File: src/rtl/link_cycle_pkg.sv
package link_cycle_pkg;
    localparam logic [7:0]  ADDR_FAIRNESS     = 8'hdc;
    localparam logic [7:0]  ADDR_LINK_SET     = 8'he0;
    localparam logic [7:0]  ADDR_LINK_CLEAR   = 8'he4;
    localparam logic [7:0]  ADDR_CYCLE_STATUS = 8'hf0;
    localparam logic [7:0]  ADDR_CYCLE_EVENT  = 8'hf4;
    localparam int          BUDGET_W          = 8;
    localparam logic [7:0]  BUDGET_RESET      = 8'h00;
    localparam int          POS_ROLL_SRC      = 22;
    localparam int          POS_CYC_MASTER    = 21;
    localparam int          POS_TIMER_EN      = 20;
    localparam int          POS_PHY_ACCEPT    = 10;
    localparam int          POS_SELFID_ACCEPT = 9;
    localparam int          POS_SYNC_LOCK     = 6;
    localparam int          POS_OVERRUN       = 0;
    localparam logic [31:0] LINK_CTRL_MASK    = 32'h0070_0640;
    localparam logic [31:0] LINK_CLEARABLE    = 32'h0070_0600;
    localparam int          CYCLE_CLK_HZ      = 24576000;
    localparam int          CYCLE_TIME_NS     = 125000;
    localparam int          CYCLE_TICKS       = 3072;
    localparam int          OFFSET_W          = 12;
    localparam logic [1:0]  RESP_OKAY         = 2'b00;
    localparam logic [1:0]  RESP_SLVERR       = 2'b10;
endpackage

File: src/rtl/edge_sync.sv
`timescale 1ns/1ps
`default_nettype none
module edge_sync
    import link_cycle_pkg::*;
(
    input  wire logic clk,
    input  wire logic reset,
    input  wire logic clkEn,
    input  wire logic asyncIn,
    output logic      risePulse
);
    logic meta_q;
    logic sync_q;
    logic prev_q;

    // first stage feeds only the second
    always_ff @(posedge clk) begin
        if (reset) begin
            meta_q <= 1'b0;
            sync_q <= 1'b0;
            prev_q <= 1'b0;
        end else if (clkEn) begin
            meta_q <= asyncIn;
            sync_q <= meta_q;
            prev_q <= sync_q;
        end
    end

    assign risePulse = clkEn & sync_q & ~prev_q;
endmodule
`default_nettype wire

File: src/rtl/cycle_offset_counter.sv
`timescale 1ns/1ps
`default_nettype none
module cycle_offset_counter
    import link_cycle_pkg::*;
#(
    parameter int TICKS = CYCLE_TICKS,
    parameter int W     = OFFSET_W
) (
    input  wire logic         clk,
    input  wire logic         reset,
    input  wire logic         clkEn,
    input  wire logic         countEn,
    input  wire logic         extSource,
    input  wire logic         extEdge,
    input  wire logic         syncLoad,
    output logic [W-1:0]      offset,
    output logic              rollover
);
    localparam logic [W-1:0] LAST = W'(TICKS - 1);
    logic [W-1:0] count_q;
    logic         roll;

    always_comb begin
        roll = 1'b0;
        if (countEn) begin
            if (extSource) begin
                roll = extEdge;
            end else begin
                roll = (count_q == LAST);
            end
        end
    end

    // external source still counts but wraps only on its edge
    always_ff @(posedge clk) begin
        if (reset) begin
            count_q <= '0;
        end else if (clkEn) begin
            if (syncLoad || roll) begin
                count_q <= '0;
            end else if (countEn && count_q != LAST) begin
                count_q <= count_q + W'(1);
            end
        end
    end

    assign offset   = count_q;
    assign rollover = clkEn & roll;
endmodule
`default_nettype wire

File: src/rtl/link_cycle_control_regs.sv
// The implementer's own choice: the AXI4-Lite interface to the registers.
`timescale 1ns/1ps
`default_nettype none
module link_cycle_control_regs
    import link_cycle_pkg::*;
(
    input  wire logic        clk,
    input  wire logic        reset,
    input  wire logic        clkEn,
    input  wire logic [7:0]  s_axi_awaddr,
    input  wire logic        s_axi_awvalid,
    output logic             s_axi_awready,
    input  wire logic [31:0] s_axi_wdata,
    input  wire logic [3:0]  s_axi_wstrb,
    input  wire logic        s_axi_wvalid,
    output logic             s_axi_wready,
    output logic [1:0]       s_axi_bresp,
    output logic             s_axi_bvalid,
    input  wire logic        s_axi_bready,
    input  wire logic [7:0]  s_axi_araddr,
    input  wire logic        s_axi_arvalid,
    output logic             s_axi_arready,
    output logic [31:0]      s_axi_rdata,
    output logic [1:0]       s_axi_rresp,
    output logic             s_axi_rvalid,
    input  wire logic        s_axi_rready,
    input  wire logic        ext_cycle_input,
    input  wire logic        overrunEvent,
    input  wire logic        rxCycleStart,
    input  wire logic        rxPhyPacket,
    input  wire logic        rxSelfidPacket,
    input  wire logic        asyncReceiveEnabled,
    input  wire logic        isoSyncFilterSw,
    output logic             iso_sync_filter_bit,
    output logic             phyPacketAccept,
    output logic             selfidPacketAccept,
    output logic             cycleStartSend,
    output logic [11:0]      cycleOffset,
    output logic [7:0]       fairnessBudget
);
    logic [BUDGET_W-1:0] budget_q;
    logic        rollover_source_select;
    logic        cycle_start_generator_en;
    logic        cycle_offset_count_en;
    logic        accept_phy_packets;
    logic        accept_selfid_packets;
    logic        sync_filter_force_lock;
    logic        cycle_overrun_flag;
    logic [7:0]  awAddr_q;
    logic        awHave_q;
    logic [31:0] wData_q;
    logic [3:0]  wStrb_q;
    logic        wHave_q;
    logic        bValid_q;
    logic [1:0]  bResp_q;
    logic        rValid_q;
    logic [31:0] rData_q;
    logic [1:0]  rResp_q;
    logic        doWrite;
    logic [31:0] wMask;
    logic        setHit;
    logic        clrHit;
    logic        extEdge;
    logic        roll;
    logic        cycleStartSend_q;
    logic        phyAccept_q;
    logic        selfidAccept_q;

    function automatic logic [31:0] strb_mask(input logic [3:0] s);
        logic [31:0] m;
        m = '0;
        for (int i = 0; i < 4; i++) begin
            m[i*8 +: 8] = {8{s[i]}};
        end
        return m;
    endfunction

    function automatic logic [31:0] link_view(
        input logic src, input logic mst, input logic ten,
        input logic phy, input logic sid, input logic lck);
        logic [31:0] v;
        v = '0;
        v[POS_ROLL_SRC]      = src;
        v[POS_CYC_MASTER]    = mst;
        v[POS_TIMER_EN]      = ten;
        v[POS_PHY_ACCEPT]    = phy;
        v[POS_SELFID_ACCEPT] = sid;
        v[POS_SYNC_LOCK]     = lck;
        return v & LINK_CTRL_MASK;
    endfunction

    // each write channel is taken once and held until the write fires
    assign s_axi_awready = ~awHave_q & ~bValid_q;
    assign s_axi_wready  = ~wHave_q & ~bValid_q;
    assign s_axi_arready = ~rValid_q;
    assign doWrite       = clkEn & awHave_q & wHave_q & ~bValid_q;
    assign wMask         = strb_mask(wStrb_q) & wData_q;
    assign setHit        = doWrite & (awAddr_q[7:2] == ADDR_LINK_SET[7:2]);
    assign clrHit        = doWrite & (awAddr_q[7:2] == ADDR_LINK_CLEAR[7:2]);

    always_ff @(posedge clk) begin
        if (reset) begin
            awHave_q <= 1'b0;
            awAddr_q <= '0;
            wHave_q  <= 1'b0;
            wData_q  <= '0;
            wStrb_q  <= '0;
        end else if (clkEn) begin
            if (s_axi_awvalid && s_axi_awready) begin
                awHave_q <= 1'b1;
                awAddr_q <= s_axi_awaddr;
            end else if (doWrite) begin
                awHave_q <= 1'b0;
            end
            if (s_axi_wvalid && s_axi_wready) begin
                wHave_q <= 1'b1;
                wData_q <= s_axi_wdata;
                wStrb_q <= s_axi_wstrb;
            end else if (doWrite) begin
                wHave_q <= 1'b0;
            end
        end
    end

    always_ff @(posedge clk) begin
        if (reset) begin
            bValid_q <= 1'b0;
            bResp_q  <= RESP_OKAY;
        end else if (clkEn) begin
            if (doWrite) begin
                bValid_q <= 1'b1;
                unique case (awAddr_q[7:2])
                    ADDR_FAIRNESS[7:2], ADDR_LINK_SET[7:2],
                    ADDR_LINK_CLEAR[7:2], ADDR_CYCLE_EVENT[7:2]: begin
                        bResp_q <= RESP_OKAY;
                    end
                    default: begin
                        bResp_q <= RESP_SLVERR;
                    end
                endcase
            end else if (s_axi_bready) begin
                bValid_q <= 1'b0;
            end
        end
    end

    always_ff @(posedge clk) begin
        if (reset) begin
            budget_q <= BUDGET_RESET;
        end else if (doWrite && awAddr_q[7:2] == ADDR_FAIRNESS[7:2]
                     && wStrb_q[0]) begin
            budget_q <= wData_q[BUDGET_W-1:0];
        end
    end

    // plain set/clear flags
    always_ff @(posedge clk) begin
        if (reset) begin
            rollover_source_select <= 1'b0;
            cycle_offset_count_en  <= 1'b0;
            accept_phy_packets     <= 1'b0;
            accept_selfid_packets  <= 1'b0;
        end else if (setHit) begin
            rollover_source_select <= rollover_source_select
                                      | wMask[POS_ROLL_SRC];
            cycle_offset_count_en  <= cycle_offset_count_en
                                      | wMask[POS_TIMER_EN];
            accept_phy_packets     <= accept_phy_packets
                                      | wMask[POS_PHY_ACCEPT];
            accept_selfid_packets  <= accept_selfid_packets
                                      | wMask[POS_SELFID_ACCEPT];
        end else if (clrHit) begin
            rollover_source_select <= rollover_source_select
                                      & ~wMask[POS_ROLL_SRC];
            cycle_offset_count_en  <= cycle_offset_count_en
                                      & ~wMask[POS_TIMER_EN];
            accept_phy_packets     <= accept_phy_packets
                                      & ~wMask[POS_PHY_ACCEPT];
            accept_selfid_packets  <= accept_selfid_packets
                                      & ~wMask[POS_SELFID_ACCEPT];
        end
    end

    // overrun is sticky; a new event beats a software clear
    always_ff @(posedge clk) begin
        if (reset) begin
            cycle_overrun_flag <= 1'b0;
        end else if (clkEn) begin
            if (overrunEvent) begin
                cycle_overrun_flag <= 1'b1;
            end else if (doWrite && awAddr_q[7:2] == ADDR_CYCLE_EVENT[7:2]
                         && wMask[POS_OVERRUN]) begin
                cycle_overrun_flag <= 1'b0;
            end
        end
    end

    always_ff @(posedge clk) begin
        if (reset) begin
            cycle_start_generator_en <= 1'b0;
        end else if (clkEn) begin
            if (overrunEvent) begin
                cycle_start_generator_en <= 1'b0;
            end else if (setHit && wMask[POS_CYC_MASTER]
                         && !cycle_overrun_flag) begin
                cycle_start_generator_en <= 1'b1;
            end else if (clrHit && wMask[POS_CYC_MASTER]) begin
                cycle_start_generator_en <= 1'b0;
            end
        end
    end

    // lock can only be set; only reset drops it
    always_ff @(posedge clk) begin
        if (reset) begin
            sync_filter_force_lock <= 1'b0;
        end else if (setHit && wMask[POS_SYNC_LOCK]) begin
            sync_filter_force_lock <= 1'b1;
        end
    end

    always_ff @(posedge clk) begin
        if (reset) begin
            rValid_q <= 1'b0;
            rData_q  <= '0;
            rResp_q  <= RESP_OKAY;
        end else if (clkEn) begin
            if (s_axi_arvalid && s_axi_arready) begin
                rValid_q <= 1'b1;
                rResp_q  <= RESP_OKAY;
                unique case (s_axi_araddr[7:2])
                    ADDR_FAIRNESS[7:2]: begin
                        rData_q <= 32'(budget_q);
                    end
                    ADDR_LINK_SET[7:2], ADDR_LINK_CLEAR[7:2]: begin
                        rData_q <= link_view(rollover_source_select,
                            cycle_start_generator_en, cycle_offset_count_en,
                            accept_phy_packets, accept_selfid_packets,
                            sync_filter_force_lock);
                    end
                    ADDR_CYCLE_STATUS[7:2]: begin
                        rData_q <= 32'(cycleOffset);
                    end
                    ADDR_CYCLE_EVENT[7:2]: begin
                        rData_q <= 32'(cycle_overrun_flag);
                    end
                    default: begin
                        rData_q <= '0;
                        rResp_q <= RESP_SLVERR;
                    end
                endcase
            end else if (s_axi_rready) begin
                rValid_q <= 1'b0;
            end
        end
    end

    edge_sync u_edge (
        .clk       (clk),
        .reset     (reset),
        .clkEn     (clkEn),
        .asyncIn   (ext_cycle_input),
        .risePulse (extEdge)
    );

    cycle_offset_counter u_count (
        .clk       (clk),
        .reset     (reset),
        .clkEn     (clkEn),
        .countEn   (cycle_offset_count_en),
        .extSource (rollover_source_select),
        .extEdge   (extEdge),
        .syncLoad  (~cycle_start_generator_en & rxCycleStart),
        .offset    (cycleOffset),
        .rollover  (roll)
    );

    always_ff @(posedge clk) begin
        if (reset) begin
            cycleStartSend_q <= 1'b0;
            phyAccept_q      <= 1'b0;
            selfidAccept_q   <= 1'b0;
        end else if (clkEn) begin
            cycleStartSend_q <= roll & cycle_start_generator_en;
            phyAccept_q      <= rxPhyPacket & accept_phy_packets
                                & asyncReceiveEnabled;
            selfidAccept_q   <= rxSelfidPacket
                                & accept_selfid_packets;
        end
    end

    assign iso_sync_filter_bit = sync_filter_force_lock
                                 | isoSyncFilterSw;
    assign cycleStartSend     = cycleStartSend_q;
    assign phyPacketAccept    = phyAccept_q;
    assign selfidPacketAccept = selfidAccept_q;
    assign fairnessBudget     = budget_q;
    assign s_axi_bvalid       = bValid_q;
    assign s_axi_bresp        = bResp_q;
    assign s_axi_rvalid       = rValid_q;
    assign s_axi_rdata        = rData_q;
    assign s_axi_rresp        = rResp_q;
endmodule
`default_nettype wire

File: config.mk
export PLATFORM = sky130hd
export DESIGN_NAME = link_cycle_control_regs
export DESIGN_NICKNAME = d
export VERILOG_FILES = /design/src/rtl/link_cycle_pkg.sv /design/src/rtl/edge_sync.sv /design/src/rtl/cycle_offset_counter.sv /design/src/rtl/link_cycle_control_regs.sv
export SDC_FILE = /design/constraint.sdc
export NUM_CORES = 1
export LEC_CHECK = 0
export BUFFER_PORTS_ARGS = -buffer_cell sky130_fd_sc_hd__buf_4
export CORE_ASPECT_RATIO = 1.75
export CORE_MARGIN = 4
export CORE_UTILIZATION = 45
export DETAILED_ROUTE_END_ITERATION = 10
export PLACE_DENSITY = 0.71
export SETUP_SLACK_MARGIN = 0.1
export SLEW_MARGIN = 20
export SYNTH_ARGS = -nofsm -noshare
export SYNTH_HDL_FRONTEND = slang
export SYNTH_HIERARCHICAL = 1
export SYNTH_SLANG_ARGS = --single-unit
File: constraint.sdc
create_clock -name clk -period 2.5 [get_ports clk]
set_input_delay 0.375 -clock clk [delete_from_list [all_inputs] [get_ports clk]]
set_output_delay 0.375 -clock clk [all_outputs]
set_load 0.02 [all_outputs]
==> results, run 1 <==
- The flow ran to the end, and the final reports show no timing, DRC or antenna violations.
- The element type at the critical path end is a flop.
- Entering global routing, the biggest net connects 34 pins.
- The number of ports placed on the die boundary is 132.
- The full die area is 0.00941 sq mm.
- The routability-driven placement congestion ratio is 0.873.
- The clock net sink count is 76.
- The synthesized cell area is 0.00354 sq mm.
- Buffers placed on the I/O ports in this run total 88.
- Between clock sinks in the finished design, the worst skew comes to 0.00439 ns.
- The overall track demand over capacity in global routing is 0.205.
- The placeable core region is 0.00762 sq mm.
- The cell leakage power is 0.00177 uW.
- The class of the most critical setup path is reg -> reg.
- From bottom edge to top edge, the die measures 125 microns.
- The clock latency on the worst-skew pair is 0.33 ns.
- Dividing the synthesized area by the synthesized cell count gives 8.45 sq um.
- The data required time of the critical path is 2.69 ns.
- The detailed placer's ending HPWL is 7140 microns.
- The per-cell via count in the routed design is 5.57.
- The synthesized design contains 0 enable-type register cells.
- Of the available clock period, the critical path in the final layout requires 0.720.
- The remaining antenna violation count after routing is 0.
- The tightest min-delay check is of the in -> reg type.
- The iteration count of the initial detailed-routing pass is 4.
- The share of synthesized area occupied by flip-flops and latches is 0.430.
- The cell sitting at the root of the clock tree is a sky130_fd_sc_hd__clkbuf_16.
- The actual slew at the worst max-slew pin is 0.623 ns.
- The via count of the first global-routing pass is 3171.
- The starting density of the core is 0.465.
- Of all flip-flops after synthesis, the portion carrying an async set or reset was 0.
- After clock tree synthesis, the clock-pin slew on the worst setup and hold paths is 0.05 ns.
- For the finished layout, the period the worst path requires is 1.80 ns.
- By area the synthesized netlist is led by sky130_fd_sc_hd__dfxtp_1 (43%), sky130_fd_sc_hd__nand2_1 (7.0%), sky130_fd_sc_hd__a21oi_1 (5.7%), sky130_fd_sc_hd__mux2i_1 (4.8%), sky130_fd_sc_hd__buf_4 (4.7%).
- After floorplanning, the core was divided into 42 placement rows.
- The CTS tree is built.
- The share of the synthesized area in the top cell type is 0.430.
- The final count of hold timing violations is 0.
- The Yosys warning count is 6.
- The post-CTS setup-driven buffer insertion count is 0.
- For this run, design rule violations remaining after detail routing come to 0.
- The cell accounting for the most synthesized area is sky130_fd_sc_hd__dfxtp_1.
- The number of endpoints failing setup at the final stage is 0.
- In the final routed layout, each cell accounts on average for 15.8 microns.
- The final total negative setup slack is 0 ns.
- For this design, the CTS-stage hold fixing added 0 buffers.
- The primary flip-flop cell chosen by synthesis mapping is sky130_fd_sc_hd__dfxtp_1.
- The number of max-slew violations in the final report is 0.
- The area growth from synthesis to layout is 26.2%.
- Detailed routing inserted a total of 3328 vias.
- The gate count after technology mapping is 419.
- Max-cap violations in this run came to 0.
- The number of gates resized after CTS is 0.
- The repair_antennas step left the layout with diodes totalling 0.
- Timing would allow up to 555 MHz.
- Across all setup checks in the final design, the least slack found is 0.700 ns.
- The maximum resistive drop on vdd is 0.407 mV.
- Power spread over the standard cell area amounts to 598 mW/mm^2.
- The setup slack at placement is 0.638 ns.
- For this block, the routed nets add up to 9430 microns of wire.
- The initial antenna violation count is 0.
- The net count of the finished layout is 573.
- The total power draw is 2670 uW.
- In this run, CTS created clock tree buffers numbering 9.
- The first-pass GRT wire length is 14900 microns.
- The number of distinct standard cells referenced by the synthesized netlist is 54.
- Along the worst path, the maximum fanout reaches 11.
- Setup repair after global routing left no endpoint under its margin.
- The total number of H-tree levels is 3.
- In the final layout, the share of cells above drive strength 1 is 0.240.
- The number of DRC markers after the initial detailed-route iteration is 204.
- The critical path startpoint category is a flop.
- The die boundary width is 75.0 microns.
- The leftover overflow at the end of global routing is 0.
- The post-synthesis sequential element count is 76.
- The data arrival time of the worst path is 1.99 ns.
- The remaining max-slew budget at the tightest pin is 0.583.
- The maximum buffer depth of the clock tree is 2.
## metal layers
layer  routed length [microns]  share of wire  vias to the layer above  global-route usage
met1                      3400           0.36                     1554               0.217
li1                          -              -                     1625                   -
met4                       431          0.046                        0               0.112
met2                      5020           0.53                      116               0.359
met3                       574          0.061                       33              0.0474
met5                         0              0                        -                   0
## area by class of cell
class	count	area, sq um
Tap cell	88	110
Multi-Input combinational cell	310	1790
Clock buffer	13	260
Fill cell	710	3150
Inverter	10	37.5
Clock inverter	2	10.0
Timing Repair Buffer	98	736
Sequential cell	76	1520
## critical path, stage by stage, from the launching register on
cell	delay, ns
sky130_fd_sc_hd__dfxtp_1	0.31
sky130_fd_sc_hd__ha_1	0.29
sky130_fd_sc_hd__and3_1	0.26
sky130_fd_sc_hd__and4_1	0.21
sky130_fd_sc_hd__o21ai_2	0.42
sky130_fd_sc_hd__o221ai_1	0.17
## registers in the layout, summed over array words and instances, names as in the netlist, 3 cells and up, named ones only
register	flops
wStrb_q	3
s_axi_rdata	15
fairnessBudget	8
awAddr_q	6
u_count/offset	12
wData_q	13
## layout by cell type, fill, tap and decap left out, drive strengths merged, types with 12 or more instances in the layout
master,n
a21oi,40
o21ai,12
nand2,66
nand3,23
dfxtp,76
buf,98
mux2i,17
conb,19
clkbuf,13
nor2,38
## cells in the mapped netlist, types with 2 or more instances
library cell / number
sky130_fd_sc_hd__nand4_1: 6
sky130_fd_sc_hd__o221ai_1: 7
sky130_fd_sc_hd__a22oi_1: 6
sky130_fd_sc_hd__nand4b_1: 2
sky130_fd_sc_hd__a41o_1: 4
sky130_fd_sc_hd__a31oi_1: 7
sky130_fd_sc_hd__o211ai_1: 2
sky130_fd_sc_hd__buf_6: 2
sky130_fd_sc_hd__nand3_1: 22
sky130_fd_sc_hd__o21ai_1: 8
sky130_fd_sc_hd__buf_4: 22
sky130_fd_sc_hd__nand2_1: 66
sky130_fd_sc_hd__clkbuf_1: 11
sky130_fd_sc_hd__nand3b_1: 4
sky130_fd_sc_hd__a21oi_1: 40
sky130_fd_sc_hd__nor4_1: 2
sky130_fd_sc_hd__and4b_1: 2
sky130_fd_sc_hd__and3_1: 2
sky130_fd_sc_hd__nor2b_1: 8
sky130_fd_sc_hd__o21ai_0: 3
sky130_fd_sc_hd__and3b_1: 3
sky130_fd_sc_hd__and4_1: 7
sky130_fd_sc_hd__or2_2: 2
sky130_fd_sc_hd__nor3_1: 2
sky130_fd_sc_hd__dfxtp_1: 76
sky130_fd_sc_hd__nand2b_1: 9
sky130_fd_sc_hd__buf_2: 5
sky130_fd_sc_hd__or3_1: 2
sky130_fd_sc_hd__mux2i_1: 17
sky130_fd_sc_hd__inv_1: 10
sky130_fd_sc_hd__nor2_1: 37
## stage by stage
stage | cell area, sq um | util | std cells | hold WS (ns)
3_3_place_gp | 4200 | 0.551 | 582 | 0.444
3_5_place_dp | 4200 | 0.551 | 582 | 0.449
2_1_floorplan | 3610 | - | 437 | 0.436
5_1_grt | 4470 | 0.586 | 597 | 0.293
4_1_cts | 4470 | 0.586 | 597 | 0.267
6_report | 4470 | 0.586 | 597 | 0.278
## power breakdown
group          internal (uW)  leakage, uW  switching, uW
logic                   96.0      0.00102            133
clock network            717     0.000135            460
registers               1240     0.000616           24.7
total                   2050      0.00177            617
## final timing paths
| check | slack [ns] | to | from | depth (start not counted) |
|---|---|---|---|---|
| hold / removal | 0.28 | awAddr_q[6]$_SDFFE_PP0P_ | s_axi_awaddr[6] | 3 |
| hold reg to reg | 0.45 | s_axi_rdata[11]$_SDFFE_PP0P_ | s_axi_rdata[11]$_SDFFE_PP0P_ | 2 |
| setup reg to reg | 0.70 | u_count/offset[4]$_SDFFE_PP0P_ | u_count/offset[0]$_SDFFE_PP0P_ | 5 |
| setup / recovery | 0.70 | u_count/offset[4]$_SDFFE_PP0P_ | u_count/offset[0]$_SDFFE_PP0P_ | 5 |
## logic make-up after synthesis
| family | count (synthesis) | synth area share |
|---|---|---|
| and+or+nand+nor | 186 | 0.277 |
| DFF | 76 | 0.430 |
| other | 1 | 0.00106 |
| AOI/OAI and AO/OA | 86 | 0.153 |
| muxes | 18 | 0.0513 |
| buffers and inverters | 51 | 0.0834 |
| adders and majority gates | 1 | 0.00353 |
Power figures use the tool's default switching activity.
==> run 2, diff against run 1 <==
==> constraint.sdc (replaced) <==
create_clock -name clk -period 1.9 [get_ports clk]
set_input_delay 0.285 -clock clk [delete_from_list [all_inputs] [get_ports clk]]
set_output_delay 0.285 -clock clk [all_outputs]
set_load 0.02 [all_outputs]
==> run 2 against run 1 <==
Worst hold slack worse by 0.096 ns. Final cell count grew 2.5%. Clock-buffer cell count shrank 3. Global-route usage increased by 0.15 points. Fmax increased by 11%. Sequential power increased by 32%. Clock power grew 45%. First-iteration DRC count decreased by 2.5%. Flip-flop and latch count did not move. Combinational power grew 39%. Clock skew increased by 0.0015 ns. Critical path type unchanged. Largest power group is now the clock network.
==> results, run 2 (synthesis results as in run 1) <==
- The critical path is of the reg -> reg type.
- The startpoint of the lowest-slack hold path is s_axi_awaddr[7].
- The full die area came to 0.00941 sq mm (unchanged).
- The power density of the placed cells is 798 mW/mm^2 (+34%).
- The count of buffers from port buffering is 88 (unchanged).
- The number of max-slew violations in the final report is 0 (unchanged).
- The initial antenna violation count is 0 (unchanged).
- Setup repair after global routing left no endpoint under its margin.
- The overall track demand over capacity in global routing is 0.207 (+0.00146).
- The CTS tree is built.
- The data required time of the critical path is 2.10 ns (-0.59 ns).
- The setup slack on the worst flop-to-flop path was 0.28 ns (-0.42 ns).
- The final standard cell utilization of the core came to 0.606 (+0.0197).
- The count of maximum capacitance violations came to 0 (unchanged).
- The clock latency on the worst-skew pair is 0.34 ns (about the same).
- The placeable core region is 0.00762 sq mm (unchanged).
- The instance area after placement is 0.00431 sq mm (+2.8%).
- The type of the worst min-delay path is in -> reg.
- The hold-critical path depth came to 3 (unchanged).
- The final total negative setup slack came to 0 ns (unchanged).
- The maximum resistive drop on vdd came to 0.566 mV (+39%).
- The flip-flop count of the largest register after layout is 15 (unchanged).
- The area of all placed cells without fillers came to 0.00462 sq mm (+3.4%).
- The net count of the finished layout is 587 (+2.4%).
- The vertical die dimension is 125 microns (unchanged).
- The routability-driven placement congestion ratio is 0.924 (+5.8%).
- The detailed placer's ending HPWL is 7270 microns (+1.8%).
- The library cell used most frequently in the layout, excluding fill and tap cells, is sky130_fd_sc_hd__buf_4.
- The startpoint of the lowest-slack register-to-register path is u_count/offset[4]$_SDFFE_PP0P_.
- The number of clock buffers inserted by TritonCTS is 9 (unchanged).
- The clock period minus final worst setup slack was 1.62 ns (-0.183 ns).
- The total power draw is 3680 uW (+38%).
- The post-CTS setup-driven buffer insertion count is 0 (unchanged).
- The number of fill cells in the layout is 701 (-1.3%).
- The die boundary width is 75.0 microns (unchanged).
- In the layout the commonest cells are sky130_fd_sc_hd__buf_4 (111), sky130_fd_sc_hd__dfxtp_1 (76), sky130_fd_sc_hd__nand2_1 (66).
- The maximum buffer depth of the clock tree is 2 (unchanged).
- The worst hold path terminates at awAddr_q[7]$_SDFFE_PP0P_.
- The post-layout instance count excluding filler cells was 612 (+2.5%).
- The iteration count of the initial detailed-routing pass is 5 (+1).
- The total number of H-tree levels was 3 (unchanged).
- The remaining design rule violation count is 0 (unchanged).
- The total of hold buffers inserted after clock tree synthesis came to 0 (unchanged).
- The per-cell via count in the routed design came to 5.55 (-0.49%).
- Compared with the post-synthesis result, the final layout area differs by 30.4%.
- The antenna diode count is 0 (unchanged).
- The maximum frequency from static timing analysis is 618 MHz (+11%).
- In this run the critical register-to-register path is captured at u_count/offset[9]$_SDFFE_PP0P_.
- The cell leakage power came to 0.00186 uW (+4.8%).
- The remaining antenna violation count after routing came to 0 (unchanged).
- The number of endpoints failing setup at the final stage was 0 (unchanged).
- The period utilization came to 0.851 (+0.131).
- Clock tree synthesis selected as its root buffer the cell sky130_fd_sc_hd__clkbuf_16.
- The starting density of the core is 0.465 (unchanged).
- The critical path startpoint category is a flop.
- The data arrival time of the worst path was 1.82 ns (-0.17 ns).
- The element type at the critical path end is a flop.
- The leftover overflow at the end of global routing was 0 (unchanged).
- The number of instances in the placed design came to 596 (+2.4%).
- The number of vias in the routed layout was 3395 (+2.0%).
- The via count of the first global-routing pass is 3182 (+0.35%).
- The fraction of layout instances using a drive strength above 1 is 0.265 (+0.0256).
- The final setup skew is 0.00590 ns (+0.00152 ns).
- The per-cell routed wire length is 15.7 microns (-0.86%).
- The number of DRC markers after the initial detailed-route iteration is 199 (-2.5%).
- The maximum fanout count along the critical path is 7 (-4).
- The cell row count is 42 (unchanged).
- The largest net degree at the start of global routing is 44 (+29%).
- The first-pass GRT wire length was 15100 microns (+1.4%).
- The number of ports placed on the die boundary is 132 (unchanged).
- The detailed-route wire length was 9580 microns (+1.6%).
- The final count of hold timing violations is 0 (unchanged).
- The run finished with clean final reports.
- The logic depth of the worst register-to-register path was 5 (unchanged).
- The number of gates resized after CTS is 0 (unchanged).
- The clock net sink count is 76 (unchanged).
- The clock transition at the registers of the reported paths is 0.06 ns (about the same).
-- run 2: critical path: stages, from the launching register on --
cell                       delay [ns]
sky130_fd_sc_hd__dfxtp_1         0.45
sky130_fd_sc_hd__and4_1          0.37
sky130_fd_sc_hd__nand4_1         0.23
sky130_fd_sc_hd__nand2_1         0.17
sky130_fd_sc_hd__buf_4           0.15
sky130_fd_sc_hd__o221ai_1        0.12
-- run 2: final cells by class --
type	count	area, sq um	area share
clock buffer	10	239	0.0518
clock inverter	6	63.8	0.0138
inverter	10	37.5	0.00813
multi-input combinational	310	1790	0.388
sequential	76	1520	0.330
tap	88	110	0.0239
timing repair buffer	112	853	0.185
-- run 2: per-layer routing --
layer,part of all wire,GRT usage
met3,0.054,0.0458
met2,0.54,0.359
met1,0.37,0.226
met4,0.037,0.103
met5,0,0
-- run 2: how the worst max path moves through the flow --
stage                                   start                        endpoint  slack [ns]
2_1_floorplan  u_count/offset[0]$_SDFFE_PP0P_     cycleStartSend$_SDFFE_PP0P_        0.18
3_3_place_gp                            clkEn  u_count/offset[6]$_SDFFE_PP0P_        0.28
3_5_place_dp                            clkEn  u_count/offset[2]$_SDFFE_PP0P_        0.24
4_1_cts        u_count/offset[4]$_SDFFE_PP0P_  u_count/offset[9]$_SDFFE_PP0P_        0.30
5_1_grt        u_count/offset[0]$_SDFFE_PP0P_  u_count/offset[9]$_SDFFE_PP0P_        0.16
6_report       u_count/offset[4]$_SDFFE_PP0P_  u_count/offset[9]$_SDFFE_PP0P_        0.28
-- run 2: report_power, final --
part           switching, uW  total (uW)  leakage, uW  internal [uW]
registers               28.3        1660     0.000616           1630
logic                    181         318      0.00110            136
clock network            659        1710     0.000144           1050
total                    869        3680      0.00186           2810
-- run 2: per-stage QoR --
step,hold slack (ns),setup slack (ns)
floorplan,0.354,0.180
global placement,0.442,0.280
detailed placement,0.445,0.237
CTS,0.186,0.305
global route,0.195,0.164
finish,0.183,0.283
==> run 3, diff against run 2 <==
--- a/config.mk
+++ b/config.mk
@@ -6,12 +6,15 @@
 export NUM_CORES = 1
 export LEC_CHECK = 0
 export BUFFER_PORTS_ARGS = -buffer_cell sky130_fd_sc_hd__buf_4
+export CELL_PAD_IN_SITES_DETAIL_PLACEMENT = 1
+export CELL_PAD_IN_SITES_GLOBAL_PLACEMENT = 1
 export CORE_ASPECT_RATIO = 1.75
 export CORE_MARGIN = 4
-export CORE_UTILIZATION = 45
+export CORE_UTILIZATION = 35
 export DETAILED_ROUTE_END_ITERATION = 10
-export PLACE_DENSITY = 0.71
+export PLACE_DENSITY = 0.76
 export SETUP_SLACK_MARGIN = 0.1
+export SKIP_LAST_GASP = 1
 export SLEW_MARGIN = 20
 export SYNTH_ARGS = -nofsm -noshare
 export SYNTH_HDL_FRONTEND = slang
==> run 3 against run 2 <==
Clock skew is 0.0012 ns lower. Worst hold slack improved by 0.0047 ns. Die area increased by 26%. Critical endpoint unchanged. Highest routed layer unchanged.
==> results, run 3 (synthesis results as in run 1) <==
- The iteration count of the initial detailed-routing pass was 4 (-1).
- The share of power burned in the clock network is 0.450 (-0.014).
- The count of buffers from port buffering is 88 (unchanged).
- The number of DRC markers after the initial detailed-route iteration is 210 (+5.5%).
- The net count of the finished layout came to 587 (unchanged).
- The initial antenna violation count is 0 (unchanged).
- Setup repair after global routing left no endpoint under its margin.
- The instance area after placement came to 0.00436 sq mm (+1.1%).
- The remaining design rule violation count was 0 (unchanged).
- The tightest min-delay check is of the in -> reg type.
- The vertical die dimension is 141 microns (+13%).
- The clock net sink count came to 76 (unchanged).
- The per-cell via count in the routed design was 5.27 (-4.9%).
- The layout overhead on the synthesized area is 31.3%.
- The final total negative setup slack is 0 ns (unchanged).
- The flip-flop count of the largest register after layout is 15 (unchanged).
- The maximum resistive drop on vdd is 0.469 mV (-17%).
- Leaving out fill and tap cells, the most frequent cells in the layout are sky130_fd_sc_hd__buf_4 (111), sky130_fd_sc_hd__dfxtp_1 (76), sky130_fd_sc_hd__nand2_1 (66).
- The portion of total power attributed to combinational logic is 0.089 (+0.003).
- The period utilization is 0.900 (+0.0491).
- The maximum fanout count along the critical path is 7 (unchanged).
- The internal power came to 2750 uW (-2.4%).
- The logic depth of the worst register-to-register path is 5 (unchanged).
- The full die area is 0.0118 sq mm (+26%).
- The detailed placer's ending HPWL is 8650 microns (+19%).
- The first-pass GRT wire length was 18200 microns (+21%).
- The data arrival time of the worst path came to 1.89 ns (+0.07 ns).
- The maximum cell stage delay along the critical path is 0.34 ns (-0.11 ns).
- Traced cell by cell, the critical path runs through ha_1, and3_1, nand4_1, nand2_1, o221ai_1.
- The post-CTS setup-driven buffer insertion count is 0 (unchanged).
- The final count of hold timing violations is 0 (unchanged).
- The per-cell routed wire length is 17.4 microns (+11%).
- The number of endpoints failing setup at the final stage came to 0 (unchanged).
- The number of vias in the routed layout is 3423 (+0.82%).
- The number of instances in the placed design is 633 (+6.2%).
- The number of max-slew violations in the final report is 0 (unchanged).
- The cell row count is 48 (+14%).
- The slowest cell on the critical path is sky130_fd_sc_hd__dfxtp_1.
- The final setup skew came to 0.00470 ns (-0.00121 ns).
- The clock transition at the registers of the reported paths is 0.06 ns (about the same).
- STA classifies the critical path endpoint as a flop.
- The detailed-route wire length came to 11300 microns (+18%).
- The total number of H-tree levels is 3 (unchanged).
- The routability-driven placement congestion ratio is 0.857 (-7.2%).
- The master cell of the clock root buffer is sky130_fd_sc_hd__clkbuf_16.
- The data required time of the critical path came to 2.08 ns (-0.02 ns).
- The largest net degree at the start of global routing is 56 (+27%).
- The cell leakage power came to 0.00186 uW (about the same).
- The clock period minus final worst setup slack is 1.71 ns (+0.0933 ns).
- The post-layout instance count excluding filler cells came to 649 (+6.0%).
- The starting density of the core is 0.359 (-0.105).
- The total power draw is 3600 uW (-2.2%).
- The final standard cell utilization of the core was 0.472 (-0.134).
- STA classifies the critical path startpoint as a flop.
- The CTS tree is built.
- The power density of the placed cells came to 775 mW/mm^2 (-2.9%).
- The overall track demand over capacity in global routing is 0.192 (-0.0145).
- The library cell used most frequently in the layout, excluding fill and tap cells, is sky130_fd_sc_hd__buf_4.
- The via count of the first global-routing pass is 3666 (+15%).
- The worst setup path is of the reg -> reg kind.
- The fraction of layout instances using a drive strength above 1 was 0.265 (unchanged).
- The area of all placed cells without fillers is 0.00465 sq mm (+0.70%).
- The maximum frequency from static timing analysis is 585 MHz (-5.5%).
- The flow ran to the end, and the final reports show no timing, DRC or antenna violations.
- The total net switching power is 856 uW (-1.5%).
- The placeable core region is 0.00985 sq mm (+29%).
- The part of the power in registers is 0.461 (+0.011).
- The leftover overflow at the end of global routing is 0 (unchanged).
- The maximum buffer depth of the clock tree is 2 (unchanged).
- The hold-critical path depth came to 3 (unchanged).
- The remaining antenna violation count after routing is 0 (unchanged).
- The die boundary width is 84.0 microns (+12%).
- The number of clock buffers inserted by TritonCTS was 9 (unchanged).
- The total of hold buffers inserted after clock tree synthesis is 0 (unchanged).
- The antenna diode count is 0 (unchanged).
- The number of gates resized after CTS is 0 (unchanged).
- The count of maximum capacitance violations is 0 (unchanged).
- The clock latency on the worst-skew pair is 0.33 ns (about the same).
- The proportion of total power due to net switching is 0.238 (+0.00158).
- The number of ports placed on the die boundary is 132 (unchanged).
[run 3: cell count changes in the layout (fill, tap and decap cells not counted)]
cell	before	now
sky130_fd_sc_hd__clkinvlp_4	2	1
sky130_fd_sc_hd__clkinv_2	2	3
sky130_fd_sc_hd__bufinv_16	1	0
sky130_fd_sc_hd__clkinv_4	1	0
sky130_fd_sc_hd__clkbuf_8	1	3
[run 3: final timing paths]
check | start | end | slack (ns)
max | u_count/offset[1]$_SDFFE_PP0P_ | u_count/offset[9]$_SDFFE_PP0P_ | 0.19
min | s_axi_awaddr[4] | awAddr_q[4]$_SDFFE_PP0P_ | 0.19
max reg2reg | u_count/offset[1]$_SDFFE_PP0P_ | u_count/offset[9]$_SDFFE_PP0P_ | 0.19
min reg2reg | s_axi_rresp[1]$_SDFFE_PP0P_ | s_axi_rresp[1]$_SDFFE_PP0P_ | 0.46
[run 3: power groups by stage]
| stage | logic (uW) | registers, uW | clock network, uW |
|---|---|---|---|
| floorplan | 204 | 1690 | 0 |
| global placement | 312 | 1690 | 0 |
| detailed placement | 319 | 1700 | 0 |
| CTS | 322 | 1660 | 1660 |
| global route | 352 | 1670 | 1730 |
| finish | 319 | 1660 | 1620 |
[run 3: metal layers]
| metal | global-route usage | up-vias | part of all wire |
|---|---|---|---|
| li1 | - | 1647 | - |
| met4 | 0.0771 | 0 | 0.022 |
| met2 | 0.373 | 84 | 0.58 |
| met1 | 0.198 | 1674 | 0.36 |
| met5 | 0 | - | 0 |
| met3 | 0.0357 | 18 | 0.038 |
[run 3: critical path: cells and delay by family, from the launching register on]
kind,cells,cell delay (ns)
compound gates,1,0.21
fa+ha+maj,1,0.27
simple gates,3,0.74
flops,1,0.34
[run 3: cell type report]
class,count,area [sq um]
clock inverters,4,22.5
multi-input cells,310,1790
repair buffers,112,853
flip-flops and latches,76,1520
inverters,10,37.5
clock buffers,12,267
well taps,125,156
fillers,1206,5200
[run 3: stage by stage]
step           worst slack, ns  hold slack (ns)
6_report                 0.190            0.187
3_5_place_dp             0.198            0.454
4_1_cts                  0.237            0.177
3_3_place_gp             0.243            0.441
2_1_floorplan            0.180            0.354
5_1_grt                  0.108            0.191
